==> src/pkg/pbpac_pkg.sv <==
package pbpac_pkg;

  // ---------------------------------------------------------------
  // boot mode pin encodings
  // ---------------------------------------------------------------
  localparam logic [2:0] BOOT_NOR  = 3'h0;
  localparam logic [2:0] BOOT_NAND = 3'h1;
  localparam logic [2:0] BOOT_QSPI = 3'h2;
  localparam logic [2:0] BOOT_SD   = 3'h3;
  localparam logic [2:0] BOOT_JTAG = 3'h4;

  // ---------------------------------------------------------------
  // boot controller states, gray along the normal path
  // ---------------------------------------------------------------
  typedef enum logic [2:0] {
    BST_SAMPLE = 3'h0,  // catch mode pins
    BST_INIT   = 3'h1,  // rom code, default controller settings
    BST_HDR    = 3'h3,  // wait for boot image header
    BST_COPY   = 3'h2,  // copy loader into on-chip ram
    BST_BRANCH = 3'h6,  // hand over to the loader
    BST_DONE   = 3'h7,  // rom locked away
    BST_FAIL   = 3'h5   // boot refused
  } pbpac_boot_st_t;

  // ---------------------------------------------------------------
  // default controller settings used until the header overrides them
  // ---------------------------------------------------------------
  localparam logic [15:0] SMC_CFG_RST  = 16'h0000;
  localparam logic [15:0] SDIO_CFG_RST = 16'h0000;

  // ---------------------------------------------------------------
  // clock domains and divider limits
  // ---------------------------------------------------------------
  localparam logic [1:0] DOM_CPU = 2'h0;
  localparam logic [1:0] DOM_DDR = 2'h1;
  localparam logic [1:0] DOM_IO  = 2'h2;
  localparam logic [7:0] DIV_RST = 8'h02;
  localparam int unsigned PLL_MHZ     = 1332;  // pll output rate
  localparam int unsigned CPU_MIN_MHZ = 30;    // slowest cpu clock
  localparam logic [7:0] CPU_DIV_MAX  = 8'(PLL_MHZ / CPU_MIN_MHZ);

  // ---------------------------------------------------------------
  // address map
  // ---------------------------------------------------------------
  localparam logic [31:0] MAP_DDR_BASE  = 32'h0000_0000;
  localparam logic [31:0] MAP_DDR_SIZE  = 32'h4000_0000;
  localparam logic [31:0] MAP_AXI0_BASE = 32'h4000_0000;
  localparam logic [31:0] MAP_AXI0_SIZE = 32'h4000_0000;
  localparam logic [31:0] MAP_AXI1_BASE = 32'h8000_0000;
  localparam logic [31:0] MAP_AXI1_SIZE = 32'h4000_0000;
  localparam logic [31:0] MAP_IOP_BASE  = 32'hE000_0000;
  localparam logic [31:0] MAP_IOP_SIZE  = 32'h1000_0000;
  localparam logic [31:0] MAP_APB_BASE  = 32'hF800_0000;
  localparam logic [31:0] MAP_APB_SIZE  = 32'h0200_0000;
  localparam logic [31:0] MAP_QSPI_BASE = 32'hFC00_0000;
  localparam logic [31:0] MAP_QSPI_SIZE = 32'h0200_0000;
  localparam logic [31:0] MAP_OCMH_BASE = 32'hFFFC_0000;
  localparam logic [31:0] MAP_OCMH_SIZE = 32'h0004_0000;

  // decoder target codes
  localparam logic [2:0] TGT_NONE  = 3'h0;
  localparam logic [2:0] TGT_DDR   = 3'h1;
  localparam logic [2:0] TGT_AXI0  = 3'h2;
  localparam logic [2:0] TGT_AXI1  = 3'h3;
  localparam logic [2:0] TGT_IOP   = 3'h4;
  localparam logic [2:0] TGT_APB   = 3'h5;
  localparam logic [2:0] TGT_QSPI  = 3'h6;
  localparam logic [2:0] TGT_OCMH  = 3'h7;

endpackage

==> src/pbpac_addr_dec.sv <==
module pbpac_addr_dec
  import pbpac_pkg::*;
(
  input  wire logic        core_clk_i,
  input  wire logic        nrst_i,
  input  wire logic        req_i,      // access request
  input  wire logic [31:0] addr_i,     // byte address
  input  wire logic        ocm_high_i, // on-chip ram mapped high
  output logic             fwd_o,      // access forwarded
  output logic [2:0]       tgt_o,      // selected target code
  output logic             err_o       // bus error answer
);

  // ---------------------------------------------------------------
  // range test, used for every region
  // ---------------------------------------------------------------
  function automatic logic in_rng(input logic [31:0] a,
                                  input logic [31:0] base,
                                  input logic [31:0] size);
    logic [31:0] off;
    off    = a - base;
    in_rng = (a >= base) && (off < size);
  endfunction

  logic [2:0] tgt_nxt; // combinational target

  // ---------------------------------------------------------------
  // region select, holes fall through to no target
  // ---------------------------------------------------------------
  always_comb begin
    tgt_nxt = TGT_NONE;
    if (in_rng(addr_i, MAP_DDR_BASE, MAP_DDR_SIZE)) begin
      tgt_nxt = TGT_DDR;
    end else if (in_rng(addr_i, MAP_AXI0_BASE, MAP_AXI0_SIZE)) begin
      tgt_nxt = TGT_AXI0;
    end else if (in_rng(addr_i, MAP_AXI1_BASE, MAP_AXI1_SIZE)) begin
      tgt_nxt = TGT_AXI1;
    end else if (in_rng(addr_i, MAP_IOP_BASE, MAP_IOP_SIZE)) begin
      tgt_nxt = TGT_IOP;
    end else if (in_rng(addr_i, MAP_APB_BASE, MAP_APB_SIZE)) begin
      tgt_nxt = TGT_APB;
    end else if (in_rng(addr_i, MAP_QSPI_BASE, MAP_QSPI_SIZE)) begin
      tgt_nxt = TGT_QSPI;
    end else if (ocm_high_i && in_rng(addr_i, MAP_OCMH_BASE, MAP_OCMH_SIZE)) begin
      tgt_nxt = TGT_OCMH;
    end
  end

  // ---------------------------------------------------------------
  // registered answer, one cycle after the request
  // ---------------------------------------------------------------
  always_ff @(posedge core_clk_i or negedge nrst_i) begin
    if (!nrst_i) begin
      fwd_o <= 1'b0;
      tgt_o <= TGT_NONE;
      err_o <= 1'b0;
    end else begin
      // reserved holes never reach a target
      fwd_o <= req_i && (tgt_nxt != TGT_NONE);
      tgt_o <= req_i ? tgt_nxt : TGT_NONE;
      err_o <= req_i && (tgt_nxt == TGT_NONE);
    end
  end

endmodule

==> src/pbpac_top.sv <==
// Function
// - three pll domains, independently set by software
// - sample mode pins, pick boot source
// - jtag boot is never secure
// - secure boot needs fabric power on
// - rom runs, copies loader, then branches
// - default controller settings, header may override
// - rom blocked after boot completes
// - chained jtag: one port reaches all
// - split jtag: dap port, fabric port
// - system power off holds fabric reset
// - fabric unconfigured after every power on
// - cpu clock not below 30 mhz
// - clock writes rejected while space locked
// - single cpu mode gates second cpu
// - low 1 gb to dram and ram
// - second gb to fabric axi port 0
// - third gb to fabric axi port 1
// - peripherals, reserved hole, apb registers
// - quad spi window, 32 mb supported
// - high on-chip ram when mapped high
module pbpac_top
  import pbpac_pkg::*;
(
  input  wire logic        core_clk_i,
  input  wire logic        nrst_i,
  // boot
  input  wire logic [2:0]  boot_mode_i,       // mode pins
  input  wire logic        hdr_valid_i,       // boot image header read
  input  wire logic        hdr_secure_i,      // header asks for secure boot
  input  wire logic        hdr_ovr_i,         // header carries settings
  input  wire logic [15:0] hdr_smc_cfg_i,     // static memory settings
  input  wire logic [15:0] hdr_sdio_cfg_i,    // sdio settings
  input  wire logic        copy_done_i,       // loader now in on-chip ram
  input  wire logic        rom_acc_i,         // read or call into rom
  output logic [2:0]       boot_src_o,        // held boot source
  output logic             rom_run_o,         // cpu0 runs rom code
  output logic             copy_req_o,        // copy loader request
  output logic             branch_o,          // one-cycle branch to loader
  output logic             boot_done_o,       // boot complete
  output logic             boot_err_o,        // boot refused
  output logic             secure_o,          // secure boot taken, held after boot completes
  output logic [15:0]      smc_cfg_o,         // static memory settings
  output logic [15:0]      sdio_cfg_o,        // sdio settings
  output logic             rom_grant_o,       // rom access allowed
  output logic             rom_deny_o,        // rom access blocked
  // debug ports
  input  wire logic        jtag_chain_i,      // 1 chained, 0 split
  output logic             jtag0_dap_o,       // port 0 to debug_access_port
  output logic             jtag0_fabric_o,    // port 0 to fabric tap
  output logic             jtag1_fabric_o,    // port 1 to fabric tap
  // power
  input  wire logic        ps_pwr_off_i,      // processing_system power off
  input  wire logic        fabric_pwr_req_i,  // software asks for fabric power
  input  wire logic        fabric_pwr_good_i, // fabric rail up
  input  wire logic        fabric_cfg_done_i, // configuration finished
  output logic             fabric_pwr_en_o,   // to external power circuitry
  output logic             fabric_rst_n_o,    // fabric reset, active low
  output logic             fabric_cfg_ok_o,   // fabric configured
  // clocks
  input  wire logic        scr_unlock_i,      // control space unlocked
  input  wire logic        clk_wr_i,          // clock register write
  input  wire logic [1:0]  clk_wr_dom_i,      // domain to write
  input  wire logic [7:0]  clk_wr_div_i,      // new divider
  input  wire logic        single_cpu_i,      // single processor mode
  output logic [7:0]       cpu_div_o,         // application cpu divider
  output logic [7:0]       ddr_div_o,         // ddr divider
  output logic [7:0]       io_div_o,          // io_peripheral_group divider
  output logic             clk_wr_rej_o,      // one-cycle reject pulse
  output logic             cpu0_clk_en_o,     // first cpu clock enable
  output logic             cpu1_clk_en_o,     // second cpu clock enable
  // address decode
  input  wire logic        bus_req_i,         // access request
  input  wire logic [31:0] bus_addr_i,        // byte address
  input  wire logic        ocm_high_i,        // on_chip_ram mapped high
  output logic             bus_fwd_o,         // forwarded to target
  output logic [2:0]       bus_tgt_o,         // target code
  output logic             bus_err_o          // bus error answer
);

  // ---------------------------------------------------------------
  // boot mode capture
  // ---------------------------------------------------------------
  logic           mode_taken_r; // pins already caught
  pbpac_boot_st_t bst_r;        // boot state
  pbpac_boot_st_t bst_nxt;      // next boot state

  // caught once after reset release, not in reset: a strap is a port
  always_ff @(posedge core_clk_i or negedge nrst_i) begin
    if (!nrst_i) begin
      mode_taken_r <= 1'b0;
      boot_src_o   <= BOOT_NOR;
    end else if (!mode_taken_r) begin
      mode_taken_r <= 1'b1;
      boot_src_o   <= boot_mode_i;
    end
    // later pin changes are ignored until next reset
  end

  // ---------------------------------------------------------------
  // secure boot admission
  // ---------------------------------------------------------------
  logic sec_ok; // secure boot may proceed
  // jtag source and unpowered fabric both block secure boot
  assign sec_ok = (boot_src_o != BOOT_JTAG)
                && fabric_pwr_good_i
                && !ps_pwr_off_i;

  // ---------------------------------------------------------------
  // boot sequence next state
  // ---------------------------------------------------------------
  always_comb begin
    bst_nxt = bst_r;
    case (bst_r)
      BST_SAMPLE: begin
        bst_nxt = BST_INIT;
      end
      BST_INIT: begin
        bst_nxt = BST_HDR;
      end
      BST_HDR: begin
        if (hdr_valid_i) begin
          if (hdr_secure_i && !sec_ok) begin
            bst_nxt = BST_FAIL;
          end else begin
            bst_nxt = BST_COPY;
          end
        end
      end
      BST_COPY: begin
        // secure path stays gated by fabric power during the copy
        if (secure_o && !sec_ok) begin
          bst_nxt = BST_FAIL;
        end else if (copy_done_i) begin
          bst_nxt = BST_BRANCH;
        end
      end
      BST_BRANCH: begin
        bst_nxt = BST_DONE;
      end
      BST_DONE: begin
        bst_nxt = BST_DONE;
      end
      BST_FAIL: begin
        bst_nxt = BST_FAIL;
      end
      default: begin
        bst_nxt = BST_FAIL;
      end
    endcase
  end

  // state register
  always_ff @(posedge core_clk_i or negedge nrst_i) begin
    if (!nrst_i) begin
      bst_r <= BST_SAMPLE;
    end else begin
      bst_r <= bst_nxt;
    end
  end

  // ---------------------------------------------------------------
  // boot outputs, all registered from the next state
  // ---------------------------------------------------------------
  always_ff @(posedge core_clk_i or negedge nrst_i) begin
    if (!nrst_i) begin
      rom_run_o   <= 1'b0;
      copy_req_o  <= 1'b0;
      branch_o    <= 1'b0;
      boot_done_o <= 1'b0;
      boot_err_o  <= 1'b0;
    end else begin
      // one cpu runs rom code until the branch
      rom_run_o   <= (bst_nxt == BST_INIT) || (bst_nxt == BST_HDR)
                   || (bst_nxt == BST_COPY);
      copy_req_o  <= (bst_nxt == BST_COPY);
      branch_o    <= (bst_nxt == BST_BRANCH);
      boot_done_o <= (bst_nxt == BST_DONE);
      boot_err_o  <= (bst_nxt == BST_FAIL);
    end
  end

  // secure flag latched with the header
  always_ff @(posedge core_clk_i or negedge nrst_i) begin
    if (!nrst_i) begin
      secure_o <= 1'b0;
    end else if (bst_r == BST_HDR && bst_nxt == BST_COPY) begin
      secure_o <= hdr_secure_i;
    end else if (bst_nxt == BST_FAIL) begin
      secure_o <= 1'b0;
    end
  end

  // ---------------------------------------------------------------
  // controller settings: defaults, then header override
  // ---------------------------------------------------------------
  always_ff @(posedge core_clk_i or negedge nrst_i) begin
    if (!nrst_i) begin
      smc_cfg_o  <= SMC_CFG_RST;
      sdio_cfg_o <= SDIO_CFG_RST;
    end else if (bst_r == BST_INIT) begin
      // defaults are slow but safe for any boot part
      smc_cfg_o  <= SMC_CFG_RST;
      sdio_cfg_o <= SDIO_CFG_RST;
    end else if (bst_r == BST_HDR && hdr_valid_i && hdr_ovr_i) begin
      smc_cfg_o  <= hdr_smc_cfg_i;
      sdio_cfg_o <= hdr_sdio_cfg_i;
    end
  end

  // ---------------------------------------------------------------
  // rom access guard
  // ---------------------------------------------------------------
  logic rom_locked; // boot has left rom for good
  // a failed boot also locks, so a refused image cannot reuse rom code
  assign rom_locked = (bst_r == BST_DONE) || (bst_r == BST_FAIL)
                    || (bst_r == BST_BRANCH);

  always_ff @(posedge core_clk_i or negedge nrst_i) begin
    if (!nrst_i) begin
      rom_grant_o <= 1'b0;
      rom_deny_o  <= 1'b0;
    end else begin
      rom_grant_o <= rom_acc_i && !rom_locked;
      rom_deny_o  <= rom_acc_i && rom_locked;
    end
  end

  // ---------------------------------------------------------------
  // jtag routing
  // ---------------------------------------------------------------
  always_ff @(posedge core_clk_i or negedge nrst_i) begin
    if (!nrst_i) begin
      jtag0_dap_o    <= 1'b1;
      jtag0_fabric_o <= 1'b1;
      jtag1_fabric_o <= 1'b0;
    end else if (jtag_chain_i) begin
      // one cable reaches cpu debug and the fabric tap
      jtag0_dap_o    <= 1'b1;
      jtag0_fabric_o <= 1'b1;
      jtag1_fabric_o <= 1'b0;
    end else begin
      // split: port 1 sees only the fabric, like a lone fpga
      jtag0_dap_o    <= 1'b1;
      jtag0_fabric_o <= 1'b0;
      jtag1_fabric_o <= 1'b1;
    end
  end

  // ---------------------------------------------------------------
  // fabric power and reset
  // ---------------------------------------------------------------
  logic pwr_good_d_r; // last rail state, for power-on edge

  always_ff @(posedge core_clk_i or negedge nrst_i) begin
    if (!nrst_i) begin
      fabric_pwr_en_o <= 1'b0;
      fabric_rst_n_o  <= 1'b0;
    end else begin
      // request only honoured while the system itself is up
      fabric_pwr_en_o <= fabric_pwr_req_i && !ps_pwr_off_i;
      // reset held whenever system is off or rail is down
      fabric_rst_n_o  <= !ps_pwr_off_i && fabric_pwr_good_i;
    end
  end

  // configured flag: lost on each power cycle; power-on wins over done
  always_ff @(posedge core_clk_i or negedge nrst_i) begin
    if (!nrst_i) begin
      pwr_good_d_r    <= 1'b0;
      fabric_cfg_ok_o <= 1'b0;
    end else begin
      pwr_good_d_r <= fabric_pwr_good_i;
      if (!fabric_pwr_good_i || ps_pwr_off_i
          || (fabric_pwr_good_i && !pwr_good_d_r)) begin
        fabric_cfg_ok_o <= 1'b0;
      end else if (fabric_cfg_done_i) begin
        fabric_cfg_ok_o <= 1'b1;
      end
    end
  end

  // ---------------------------------------------------------------
  // clock dividers behind the lock
  // ---------------------------------------------------------------
  logic clk_wr_ok; // write accepted this cycle
  // zero divider is meaningless; cpu divider capped to stay >= 30 mhz
  assign clk_wr_ok = scr_unlock_i
                   && (clk_wr_div_i != 8'h00)
                   && (clk_wr_dom_i != 2'h3)
                   && !((clk_wr_dom_i == DOM_CPU)
                        && (clk_wr_div_i > CPU_DIV_MAX));

  always_ff @(posedge core_clk_i or negedge nrst_i) begin
    if (!nrst_i) begin
      cpu_div_o    <= DIV_RST;
      ddr_div_o    <= DIV_RST;
      io_div_o     <= DIV_RST;
      clk_wr_rej_o <= 1'b0;
    end else begin
      clk_wr_rej_o <= clk_wr_i && !clk_wr_ok;
      if (clk_wr_i && clk_wr_ok) begin
        // each domain has its own divider
        case (clk_wr_dom_i)
          DOM_CPU: cpu_div_o <= clk_wr_div_i;
          DOM_DDR: ddr_div_o <= clk_wr_div_i;
          DOM_IO:  io_div_o  <= clk_wr_div_i;
          default: cpu_div_o <= cpu_div_o;
        endcase
      end
    end
  end

  // ---------------------------------------------------------------
  // cpu clock gating
  // ---------------------------------------------------------------
  always_ff @(posedge core_clk_i or negedge nrst_i) begin
    if (!nrst_i) begin
      cpu0_clk_en_o <= 1'b1;
      cpu1_clk_en_o <= 1'b0;
    end else begin
      cpu0_clk_en_o <= 1'b1;
      // second cpu idles through rom boot; only first runs rom
      cpu1_clk_en_o <= !single_cpu_i && rom_locked;
    end
  end

  // ---------------------------------------------------------------
  // address decoder
  // ---------------------------------------------------------------
  pbpac_addr_dec u_dec (
    .core_clk_i (core_clk_i),
    .nrst_i     (nrst_i),
    .req_i      (bus_req_i),
    .addr_i     (bus_addr_i),
    .ocm_high_i (ocm_high_i),
    .fwd_o      (bus_fwd_o),
    .tgt_o      (bus_tgt_o),
    .err_o      (bus_err_o)
  );

endmodule

==> config.mk <==
export PLATFORM = sky130hd
export DESIGN_NAME = pbpac_top
export DESIGN_NICKNAME = d
export VERILOG_FILES = /design/src/pkg/pbpac_pkg.sv /design/src/pbpac_addr_dec.sv /design/src/pbpac_top.sv
export SDC_FILE = /design/constraint.sdc
export NUM_CORES = 1
export LEC_CHECK = 0
export ABC_AREA = 0
export BUFFER_PORTS_ARGS = -buffer_cell sky130_fd_sc_hd__buf_2
export CAP_MARGIN = 20
export CORE_ASPECT_RATIO = 1.1
export CORE_MARGIN = 2
export CORE_UTILIZATION = 40
export CTS_CLUSTER_DIAMETER = 40
export DETAILED_ROUTE_END_ITERATION = 8
export PLACE_DENSITY_LB_ADDON = 0.08
export SETUP_SLACK_MARGIN = 0.15
export SYNTH_ARGS = -nofsm -noshare
export SYNTH_HDL_FRONTEND = slang
export SYNTH_SLANG_ARGS = --single-unit
==> constraint.sdc <==
create_clock -name core_clk_i -period 1.69 [get_ports core_clk_i]
set_input_delay 0.2535 -clock core_clk_i [delete_from_list [all_inputs] [get_ports core_clk_i]]
set_output_delay 0.2535 -clock core_clk_i [all_outputs]
set_load 0.005 [all_outputs]
# --- Yosys cells after proc, flatten, opt, wreduce, memory -nomap -nowiden ---
# Index checks and enable logic that the tools add are counted.
op_classes:
  n_addsub: 6
  order_cmp: 15
  eq_ne: 16
  n_mux: 23
  n_reduce_logical: 55
op_table:
  columns: ["operator", "n"]
  rows:
  - ["32-bit greater-or-equal comparator, second input constant", 5]
  - ["32-bit subtractor, second input constant", 5]
  - ["32-bit by 31-bit less-than comparator with 1-bit output, second input constant", 3]
  - ["32-bit by 26-bit less-than comparator with 1-bit output, second input constant", 2]
  - ["16-bit 2-to-1 mux", 4]
  - ["3-bit 2-to-1 mux", 12]
  - ["32-bit by 1-bit greater-or-equal comparator with 1-bit output, second input constant", 1]
  - ["32-bit by 31-bit greater-or-equal comparator with 1-bit output, second input constant", 1]
  - ["32-bit by 19-bit less-than comparator with 1-bit output, second input constant", 1]
  - ["32-bit by 29-bit less-than comparator with 1-bit output, second input constant", 1]
  - ["32-bit by 31-bit subtractor with 32-bit output, second input constant", 1]
  - ["1-bit logical AND", 29]
  - ["3-bit equality test, second input constant", 6]
  - ["3-bit case mux with 5 select lines", 1]
  - ["3-bit by 2-bit equality test with 1-bit output, second input constant", 4]
  - ["8-bit by 6-bit greater-than comparator with 1-bit output, second input constant", 1]
  - ["1-bit logical NOT", 8]
  - ["8-bit nonzero test", 1]
  - ["3-bit by 1-bit equality test with 1-bit output, second input constant", 2]
  - ["3-bit logical NOT", 2]
  - ["1-bit logical OR", 6]
  - ["1-bit 2-to-1 mux", 6]
  - ["2-bit AND reduction", 3]
  - ["2-bit nonzero test", 3]
  - ["7 further kinds", 7]
word_totals:
  register_bits: 84
  word_cells: 142

# --- Depth between registers and ports, before layout ---
# Gate-level depths: netlist (run 1).
logic_depth:
  word_depth: 13
  mapped_depth: 6
  ltp_nobuf: 6

# --- By module ---
# From an unflattened synthesis (run 1), not the netlist that was laid out.
unflattened:
  cells_unflattened: 272
  area_unflattened_um2: 3543.4
by_module_without_submodules:
  columns: ["module", "instances", "cells_per_inst", "area_each_um2", "seq_area_each_um2"]
  rows:
  - ["pbpac_top", 1, 212, 3046.7, 1981.9]
  - ["pbpac_addr_dec", 1, 60, 496.7, 125.1]

# --- Least setup slack after synthesis (run 1) ---
# Ideal clock, no wire load.
synth_timing:
  path_kind: "input to register"
  from: "input port clk_wr_div_i[1]"
  to: "register cpu_div_o[0]"
  t_arrival_ps: 1799
  t_required_ps: 1565
  setup_slack_ps: -234
  cell_stages: 4
  n_path_buf: 0
  path_cell_list: "or3_1 -> a311o_1 -> nor4_4 -> mux2_2"
synth_via:
  elab_chain_cells: 6
  elab_cells_between_ends: 9
  classes_between: "1 x order compare; 8 x reduce/logical"
synth_lines:
  columns: ["element", "line", "text"]
  rows:
  - ["from (decl)", "pbpac_top.sv:64", "input wire logic [7:0] clk_wr_div_i,"]
  - ["8-bit by 6-bit greater-than comparator with 1-bit output / 8-bit nonzero test (equally long branches)", "pbpac_top.sv:292, pbpac_top.sv:289", null]
  - ["1-bit logical AND, on equally long branches", "pbpac_top.sv:292, pbpac_top.sv:289", null]
  - ["1-bit logical NOT / 1-bit logical AND (equally long branches)", "pbpac_top.sv:291, pbpac_top.sv:290", null]
  - ["1-bit logical AND (*)", "pbpac_top.sv:291", "&& !((clk_wr_dom_i == DOM_CPU)"]
  - ["1-bit logical AND (*)", "pbpac_top.sv:302", "if (clk_wr_i && clk_wr_ok) begin"]
  - ["2-bit AND reduction (no line) (*)", null, null]
  - ["to (signal assigned)", "pbpac_top.sv:305", "DOM_CPU: cpu_div_o <= clk_wr_div_i;"]
  - ["to (signal assigned)", "pbpac_top.sv:308", "default: cpu_div_o <= cpu_div_o;"]
  - ["to (decl)", "pbpac_top.sv:66", "output logic [7:0] cpu_div_o,"]
# Every way passes the cells marked *; elsewhere a longest branch is shown, timed or not.
# A chain may end at the register's enable or synchronous reset.

# --- Worst setup path in the final report (run 1) ---
layout_timing:
  from: "input port clk_wr_div_i[2]"
  to: "register cpu_div_o[2]"
layout_via:
  elab_chain_cells: 6
  elab_cells_between_ends: 9
  classes_between: "1 x order compare; 8 x reduce/logical"
layout_lines:
  columns: ["element", "line"]
  rows:
  - ["8-bit by 6-bit greater-than comparator with 1-bit output / 8-bit nonzero test (equally long branches)", "pbpac_top.sv:292, pbpac_top.sv:289"]
  - ["1-bit logical AND, on equally long branches", "pbpac_top.sv:292, pbpac_top.sv:289"]
  - ["1-bit logical NOT / 1-bit logical AND (equally long branches)", "pbpac_top.sv:291, pbpac_top.sv:290"]
  - ["1-bit logical AND", "pbpac_top.sv:291"]
  - ["1-bit logical AND", "pbpac_top.sv:302"]
  - ["2-bit AND reduction (no line)", null]
# Several ways; a longest one is shown, not always the timed one.

==> results of run 1 <==
## kinds of logic (layout without fill, tap and decap cells)
logic type / after synthesis / after routing / synth area share
flip-flops: 84 / 84 / 0.638
AO/OA/AOI/OAI: 60 / 60 / 0.142
AND/OR/NAND/NOR: 53 / 53 / 0.0952
multiplexers: 25 / 25 / 0.0853
buffers and inverters: 21 / 225 / 0.0277
adder cells (fa/ha/maj): 2 / 2 / 0.00758
other: 1 / 3 / 0.00114
XOR/XNOR: 1 / 1 / 0.00265
## area by class of cell
cell class	count	area, um2
sequential	84	2110
timing repair buffer	199	1140
tap	108	135
inverter	10	37.5
clock inverter	4	72.6
multi-input combinational	144	1230
clock buffer	12	145
fill	683	3080
## worst max-delay path, cell delays in order
cell and delay, ns:
buf_6 0.09, or4_4 0.54, o311ai_4 0.27, buf_4 0.18, nor4_4 0.04, buf_6 0.13
mux2_4 0.29
## through the flow
| stage | instance area [um2] | utilization | worst slack (ns) | hold slack (ns) |
|---|---|---|---|---|
| 2_1_floorplan | 3320 | - | -0.232 | -0.0421 |
| 3_3_place_gp | 4470 | 0.562 | -0.400 | 0.233 |
| 3_5_place_dp | 4470 | 0.562 | -0.431 | 0.240 |
| 4_1_cts | 4790 | 0.602 | 0.103 | 0.00709 |
| 5_1_grt | 4880 | 0.613 | 0.110 | 0.0348 |
| 6_report | 4880 | 0.613 | 0.125 | 0.0492 |
## synthesized netlist by cell type (2+ instances only)
| cell | count |
|---|---|
| dfrtp_1 | 80 |
| a22o_1 | 32 |
| mux2_2 | 25 |
| nor2_1 | 11 |
| inv_1 | 10 |
| a21oi_1 | 8 |
| clkbuf_1 | 7 |
| nor4_1 | 7 |
| o21ai_0 | 7 |
| nand4_1 | 6 |
| nor2b_1 | 6 |
| nand2_1 | 5 |
| dfstp_2 | 4 |
| nand3_1 | 4 |
| buf_4 | 3 |
| a31oi_1 | 2 |
| and2_1 | 2 |
| and4_1 | 2 |
| ha_1 | 2 |
| nor3_1 | 2 |
## flip-flops by register name, indices dropped and copies added (netlist names), 3 cells and up
signal	cells
boot_src_o	3
bst_r	3
cpu_div_o	8
ddr_div_o	8
io_div_o	8
sdio_cfg_o	16
smc_cfg_o	16
u_dec.tgt_o	3
## path summary, 6_finish.rpt
kind | cells past startpoint | end | slack [ns] | start
max | 7 | cpu_div_o[2] | 0.13 | clk_wr_div_i[2]
min | 2 | cpu1_clk_en_o | 0.05 | single_cpu_i
max reg2reg | 6 | secure_o | 0.23 | bst_r[0]
min reg2reg | 1 | smc_cfg_o[6] | 0.50 | smc_cfg_o[6]
max in group asynchronous | 3 | cpu_div_o[1] | 0.68 | nrst_i
min in group asynchronous | 2 | fabric_rst_n_o | 0.38 | nrst_i
## report_power, final
| part | internal, mW | total (mW) | switching [mW] |
|---|---|---|---|
| registers | 2.57 | 2.89 | 0.324 |
| clock network | 0.872 | 1.55 | 0.681 |
| logic | 0.911 | 1.49 | 0.580 |
| total | 4.35 | 5.93 | 1.58 |
## metal layers
metal / up-vias / share of wire / track usage / wire (um)
met5: - / 0 / 0 / 0
met2: 119 / 0.50 / 0.325 / 4180
li1: 1311 / - / - / -
met3: 9 / 0.079 / 0.0629 / 663
met1: 1351 / 0.41 / 0.231 / 3410
met4: 0 / 0.016 / 0.0710 / 136
## repair_timing
item,4_1_cts,5_1_grt
pin swaps,7,6
hold buffers,2,1
gates resized for setup,15,19
setup endpoints to repair,22,58
buffers inserted,2,0
endpoints found under the hold margin,31,1
==> impl_metrics.py, run 1 <==
metrics = {
    "sta": {
        "fin_crit_sh": 0.926,
        "max_freq_mhz": 639,
        "finalMaxSlewViolations": 0,
        "skew_ns": 0.00774,
        "setup_violations": 0,
        "final_hold_viol_count": 0,
        "finalSetupTns_ns": 0,
        "fin_crit_ns": 1.56,
        "grt_setup_unrepaired": "true",
    },
    "drt": {
        "wl_mm": 8.39,
        "drtAntennaViolNets": 0,
        "drt_iter0_markers": 65,
        "drt_first_pass_iters": 4,
        "num_vias": 2790,
        "routedWlPerCell_um": 15.0,
        "drcViolationCount": 0,
        "routed_via_density": 4.97,
    },
    "outcome": {
        "status": "complete, no violations",
    },
    "power": {
        "p_leak_nw": 2.61,
        "finalPower_mw": 5.93,
        "ir_worst_vdd_mv": 0.599,
        "cellPowerDensity_nw_per_um2": 1220,
    },
    "placed_design": {
        "hpwl_mm": 6.30,
        "globalplace.congestion": 0.800,
        "port_buffers": 172,
        "dp_cells": 540,
    },
    "logic_synthesis": {
        "ys.flop_type": "dfrtp_1",
        "ys_types": 42,
        "synth_top_area_share": 0.607,
        "synth-seq-cells": 84,
        "ys_seq_area_frac": 0.638,
        "yosys.area.top_type": "dfrtp_1",
        "syn_avg_cell_area_um2": 13.4,
        "synth_cells": 247,
        "ys_warn_count": 0,
        "syn_area_um2": 3300,
        "async_flop_share": 1.00,
        "synth_edf_count": 0,
        "synthTopCellsByArea": "dfrtp_1, mux2_2, a22o_1, dfstp_2, nor4_1",
    },
    "clock_network": {
        "cts_tree": "done",
        "clk_pin_slew_worst_paths_ns": 0.08,
        "clockBufferDepth": 2,
        "cts_root_buf": "clkbuf_8",
        "insertion_delay_ns": 0.35,
        "cts_buffers": 9,
        "clock_sinks": 84,
        "ctsHtreeMaxLevel": 3,
    },
    "finish": {
        "nNetsFinal": 544,
        "layout-drive-gt1-share": 0.563,
        "diodes": 0,
        "area_growth_pct": 47.8,
        "layout_commonest_cell": "buf_2",
        "most-common-layout-cells": "buf_2, dfrtp_1, a22o_1",
        "final_cells": 561,
    },
    "global_route": {
        "overflow": 0,
        "grt_antenna_before_repair": 0,
        "gr-usage-all-layers": 0.192,
        "grt_max_degree": 36,
        "grt_pass1_vias": 2826,
        "grt_first_pass_wirelength_mm": 13.6,
    },
    "die": {
        "coreArea_um2": 7960,
        "die_h_um": 99.3,
        "io_pins": 175,
        "row_count": 34,
        "die_w_um": 90.6,
        "initial_core_util": 0.415,
        "fp.dieArea_um2": 8990,
    },
    "flow_run": {
        "max-cap-violations": 0,
    },
    "worst_setup_path": {
        "start_kind": "input port",
        "crit_arrival_ns": 1.80,
        "crit_required_ns": 1.92,
        "critical_path_class": "in -> reg",
        "cp-end-kind": "flop",
        "cp_max_fo": 7,
    },
    "min_path": {
        "hold_class": "in -> reg",
    },
}
Note: power is estimated with default switching activity, not from simulation.
==> run 2: changes to the inputs <==
--- a/config.mk
+++ b/config.mk
@@ -14,7 +14,7 @@
 export CTS_CLUSTER_DIAMETER = 40
 export DETAILED_ROUTE_END_ITERATION = 8
 export PLACE_DENSITY_LB_ADDON = 0.08
-export SETUP_SLACK_MARGIN = 0.15
+export SETUP_SLACK_MARGIN = 0.5
 export SYNTH_ARGS = -nofsm -noshare
 export SYNTH_HDL_FRONTEND = slang
 export SYNTH_SLANG_ARGS = --single-unit
==> impl_metrics.py, run 2 (same netlist as run 1, synthesis figures left out) <==
metrics = {
    "finish": {
        "area_growth_pct": 63.5,
        "nNetsFinal": 574,
        "layout_commonest_cell": "buf_2",
        "fillers": 632,
        "top_regs": "sdio_cfg_o (16), smc_cfg_o (16)",
        "diodes": 0,
        "most-common-layout-cells": "buf_2, dfrtp_1, a22o_1",
        "finalInstanceArea_um2": 5400,
        "layout-drive-gt1-share": 0.627,
        "final_cells": 591,
    },
    "die": {
        "coreArea_um2": 7960,
        "io_pins": 175,
        "die_w_um": 90.6,
        "initial_core_util": 0.415,
        "fp.dieArea_um2": 8990,
        "row_count": 34,
        "die_h_um": 99.3,
    },
    "outcome": {
        "status": "complete, no violations",
    },
    "sta": {
        "skew_ns": 0.0117,
        "fin_hold_ws_ns": 0.0360,
        "final_hold_viol_count": 0,
        "finalMaxSlewViolations": 0,
        "max_freq_mhz": 629,
        "fin_crit_ns": 1.59,
        "grt_setup_unrepaired": "true",
        "fin_crit_sh": 0.941,
        "setup_violations": 0,
        "fin_ws_ns": 0.0996,
        "finalSetupTns_ns": 0,
    },
    "global_route": {
        "gr-usage-all-layers": 0.211,
        "grt_pass1_vias": 2996,
        "grt_max_degree": 29,
        "grt_antenna_before_repair": 0,
        "overflow": 0,
        "grt_first_pass_wirelength_mm": 14.9,
    },
    "placed_design": {
        "dp_slack_ns": -0.354,
        "dp_cells": 538,
        "place_area_um2": 4510,
        "hpwl_mm": 6.24,
        "globalplace.congestion": 0.859,
        "port_buffers": 172,
    },
    "worst_setup_path": {
        "critPathBufInv": 2,
        "path_delay_family": "simple AND/OR/NAND/NOR gates",
        "crit_required_ns": 1.92,
        "crit_path_frequent_cell": "buf_6",
        "worst_path_largest_cell_delay_ns": 0.54,
        "cp_max_fo": 4,
        "cp-end-kind": "flop",
        "start_kind": "input port",
        "slowest_stage": "or4_4",
        "path_cells": "buf_6, or4_4, o311ai_4, or3b_4, buf_6, mux2_2",
        "crit_arrival_ns": 1.82,
        "critical_path_class": "in -> reg",
    },
    "drt": {
        "num_vias": 2967,
        "drcViolationCount": 0,
        "drt_first_pass_iters": 4,
        "wl_mm": 9.48,
        "drt_iter0_markers": 85,
        "routed_via_density": 5.02,
        "drtAntennaViolNets": 0,
        "routedWlPerCell_um": 16.0,
    },
    "clock_network": {
        "clk_pin_slew_worst_paths_ns": 0.08,
        "ctsHtreeMaxLevel": 3,
        "cts_root_buf": "clkbuf_8",
        "cts_buffers": 9,
        "insertion_delay_ns": 0.35,
        "clockBufferDepth": 2,
        "clock_sinks": 84,
        "cts_tree": "done",
    },
    "min_path": {
        "hold_class": "in -> reg",
    },
    "power": {
        "cellPowerDensity_nw_per_um2": 1100,
        "ir_worst_vdd_mv": 0.768,
        "p_leak_nw": 2.81,
    },
    "flow_run": {
        "max-cap-violations": 0,
    },
}
==> run 2: per-layer routing <==
| metal | vias to the layer above | share of wire | GRT usage |
|---|---|---|---|
| met5 | - | 0 | 0 |
| met4 | 0 | 0.018 | 0.0757 |
| met3 | 14 | 0.070 | 0.0477 |
| met2 | 129 | 0.49 | 0.354 |
| met1 | 1446 | 0.42 | 0.271 |
| li1 | 1378 | - | - |
==> run 2: final timing paths <==
kind	start	endpoint	slack, ns	depth (start not counted)
min	fabric_pwr_good_i	pwr_good_d_r	0.04	1
max reg2reg	bst_r[2]	smc_cfg_o[9]	0.20	8
max	clk_wr_div_i[3]	io_div_o[3]	0.1	6
min in group asynchronous	nrst_i	smc_cfg_o[4]	0.37	2
min reg2reg	pwr_good_d_r	fabric_cfg_ok_o	0.50	2
max in group asynchronous	nrst_i	ddr_div_o[1]	0.78	3
==> run 2: through the flow <==
step | power [mW] | util
floorplan | 3.47 | -
global placement | 4.32 | 0.567
detailed placement | 4.34 | 0.567
CTS | 5.92 | 0.652
global route | 6.28 | 0.678
finish | 5.94 | 0.678
==> run 2: cell type report <==
| type | count | area (um2) | share of cell area |
|---|---|---|---|
| inverters | 10 | 37.5 | 0.00696 |
| clock buffers | 11 | 131 | 0.0244 |
| flip-flops and latches | 84 | 2110 | 0.391 |
| well taps | 108 | 135 | 0.0250 |
| clock inverters | 5 | 61.3 | 0.0114 |
| multi-input cells | 146 | 1390 | 0.257 |
| repair buffers | 227 | 1530 | 0.284 |
==> run 2: power by group <==
group          switching, mW  internal, mW  leakage (nW)
logic                  0.644         0.997          1.67
registers              0.332          2.57          1.05
clock network          0.711         0.690        0.0862
==> run 2: repair_timing <==
| item | CTS | global route |
|---|---|---|
| endpoints found under the hold margin | 25 | 0 |
| pin swaps | 23 | 16 |
| hold buffers | 2 | 0 |
| gates cloned | 6 | 0 |
| resized for setup | 57 | 33 |
| setup buffers | 19 | 10 |
| endpoints found under the setup margin | 69 | 77 |
==> run 3: changes to the inputs <==
--- a/config.mk
+++ b/config.mk
@@ -10,7 +10,7 @@
 export CAP_MARGIN = 20
 export CORE_ASPECT_RATIO = 1.1
 export CORE_MARGIN = 2
-export CORE_UTILIZATION = 40
+export CORE_UTILIZATION = 44
 export CTS_CLUSTER_DIAMETER = 40
 export DETAILED_ROUTE_END_ITERATION = 8
 export PLACE_DENSITY_LB_ADDON = 0.08
==> constraint.sdc (replaced) <==
create_clock -name core_clk_i -period 1.8 [get_ports core_clk_i]
set_input_delay 0.27 -clock core_clk_i [delete_from_list [all_inputs] [get_ports core_clk_i]]
set_output_delay 0.27 -clock core_clk_i [all_outputs]
set_load 0.005 [all_outputs]
==> impl_metrics.py, run 3 (same netlist as run 1, synthesis figures left out) <==
metrics = {
    "global_route": {
        "use_met3": 0.0551,
        "grt_pass1_vias": 2748,
        "busiest_layer": "met2",
        "grtUsageMet2": 0.331,
        "grt_max_degree": 36,
        "grt_first_pass_wirelength_mm": 13.0,
        "overflow": 0,
        "grt_antenna_before_repair": 0,
        "met1_usage": 0.276,
        "gr-usage-all-layers": 0.206,
    },
    "worst_setup_path": {
        "crit_arrival_ns": 1.84,
        "crit_required_ns": 2.03,
        "critical_path_class": "in -> reg",
        "slowest_stage": "or4_4",
        "r2r.worst_path.cells": 7,
        "start_kind": "input port",
        "rrSetupSlack_ns": 0.34,
        "cp_max_fo": 8,
        "cp-end-kind": "flop",
        "path_cells": "buf_6, or4_4, o311ai_4, or3b_4, mux2_4",
        "rr_endpoint": "sdio_cfg_o[4]",
        "r2r_start": "bst_r[2]",
        "worst_path_largest_cell_delay_ns": 0.55,
    },
    "die": {
        "io_pins": 175,
        "fp.dieArea_um2": 8210,
        "coreArea_um2": 7350,
        "initial_core_util": 0.449,
        "row_count": 33,
        "die_h_um": 94.8,
        "die_w_um": 86.6,
    },
    "placed_design": {
        "dp_cells": 512,
        "port_buffers": 172,
        "globalplace.congestion": 0.788,
        "place_area_um2": 4400,
        "hpwl_mm": 5.78,
        "dp_slack_ns": -0.279,
    },
    "finish": {
        "final_cells": 554,
        "diodes": 0,
        "finalInstanceArea_um2": 5190,
        "layout_commonest_cell": "buf_2",
        "area_growth_pct": 57.3,
        "most-common-layout-cells": "buf_2, dfrtp_1, a22o_1",
        "layout-drive-gt1-share": 0.610,
        "nNetsFinal": 558,
        "top_regs": "sdio_cfg_o (16), smc_cfg_o (16)",
    },
    "drt": {
        "drtAntennaViolNets": 0,
        "wl_mm": 9.11,
        "routed_via_density": 5.27,
        "routedWlPerCell_um": 16.4,
        "drt_first_pass_iters": 4,
        "num_vias": 2917,
        "drcViolationCount": 0,
        "drt_iter0_markers": 125,
    },
    "flow_run": {
        "max-cap-violations": 0,
    },
    "sta": {
        "finalSetupTns_ns": 0,
        "max_freq_mhz": 619,
        "grt_setup_unrepaired": "true",
        "fin_crit_sh": 0.898,
        "skew_ns": 0.00883,
        "finalMaxSlewViolations": 0,
        "fin_crit_ns": 1.62,
        "final_hold_viol_count": 0,
        "setup_violations": 0,
        "fin_ws_ns": 0.184,
    },
    "clock_network": {
        "insertion_delay_ns": 0.35,
        "clock_sinks": 84,
        "clockBufferDepth": 2,
        "clk_pin_slew_worst_paths_ns": 0.08,
        "cts_tree": "done",
        "cts_buffers": 9,
        "cts_root_buf": "clkbuf_8",
        "ctsHtreeMaxLevel": 3,
    },
    "power": {
        "p_leak_nw": 2.75,
        "cellPowerDensity_nw_per_um2": 1060,
        "ir_worst_vdd_mv": 0.758,
        "finalPower_mw": 5.53,
    },
    "min_path": {
        "hold_path.startpoint": "jtag_chain_i",
        "holdPathStages": 1,
        "hold_class": "in -> reg",
        "min_to": "jtag0_fabric_o",
    },
    "outcome": {
        "status": "complete, no violations",
    },
}
==> run 3: cell count changes in the layout (fill, tap and decap cells not counted), moves of 3 or more <==
| cell | delta |
|---|---|
| mux2_4 | +7 |
| nor2_1 | +3 |
| buf_4 | -7 |
| buf_6 | -8 |
| mux2_2 | -7 |
==> run 3: area by class of cell <==
cell class	instances	area, um2
inverters	10	37.5
flip-flops and latches	84	2110
repair buffers	211	1340
multi-input cells	146	1390
fillers	561	2160
clock buffers	9	124
clock inverters	7	76.3
well taps	87	109
==> run 3: worst max path at each step <==
stage	startpoint	to	slack [ns]
final	clk_wr_div_i[3]	ddr_div_o[4]	0.18
after global routing	clk_wr_div_i[3]	cpu_div_o[4]	0.18
after CTS	clk_wr_div_i[3]	io_div_o[7]	0.19
after detailed placement	clk_wr_div_i[3]	ddr_div_o[4]	-0.28
after global placement	clk_wr_div_i[1]	cpu_div_o[3]	-0.21
after floorplan	clk_wr_div_i[3]	io_div_o[0]	-0.14
==> run 3: critical path: cells and delay by family <==
family          cells  cell delay, ns
simple gates        2            0.86
mux                 1            0.32
buf+inv             1            0.09
compound gates      1            0.29
==> run 3: metrics by stage <==
| step | hold slack [ns] | utilization |
|---|---|---|
| floorplan | -0.0256 | - |
| global placement | 0.247 | 0.599 |
| detailed placement | 0.257 | 0.599 |
| CTS | 0.0123 | 0.669 |
| global route | -0.00297 | 0.707 |
| finish | 0.0273 | 0.707 |
==> run 3: repair_timing <==
item	4_1_cts	5_1_grt
setup buffers	13	7
endpoints found under the setup margin	60	70
gates cloned	3	2
hold buffers	1	0
resized for setup	41	43
pin swaps	8	23
endpoints found under the hold margin	28	0
==> run 3: power breakdown <==
part	total, mW	internal, mW	leakage [nW]	switching, mW
sequential	2.70	2.41	1.05	0.293
combinational	1.50	0.897	1.60	0.599
clock	1.33	0.648	0.0958	0.686
==> run 3: layer usage <==
| metal | share of wire | vias to the layer above |
|---|---|---|
| li1 | - | 1350 |
| met2 | 0.49 | 131 |
| met1 | 0.43 | 1430 |
| met3 | 0.067 | 6 |
| met5 | 0 | - |
| met4 | 0.0082 | 0 |
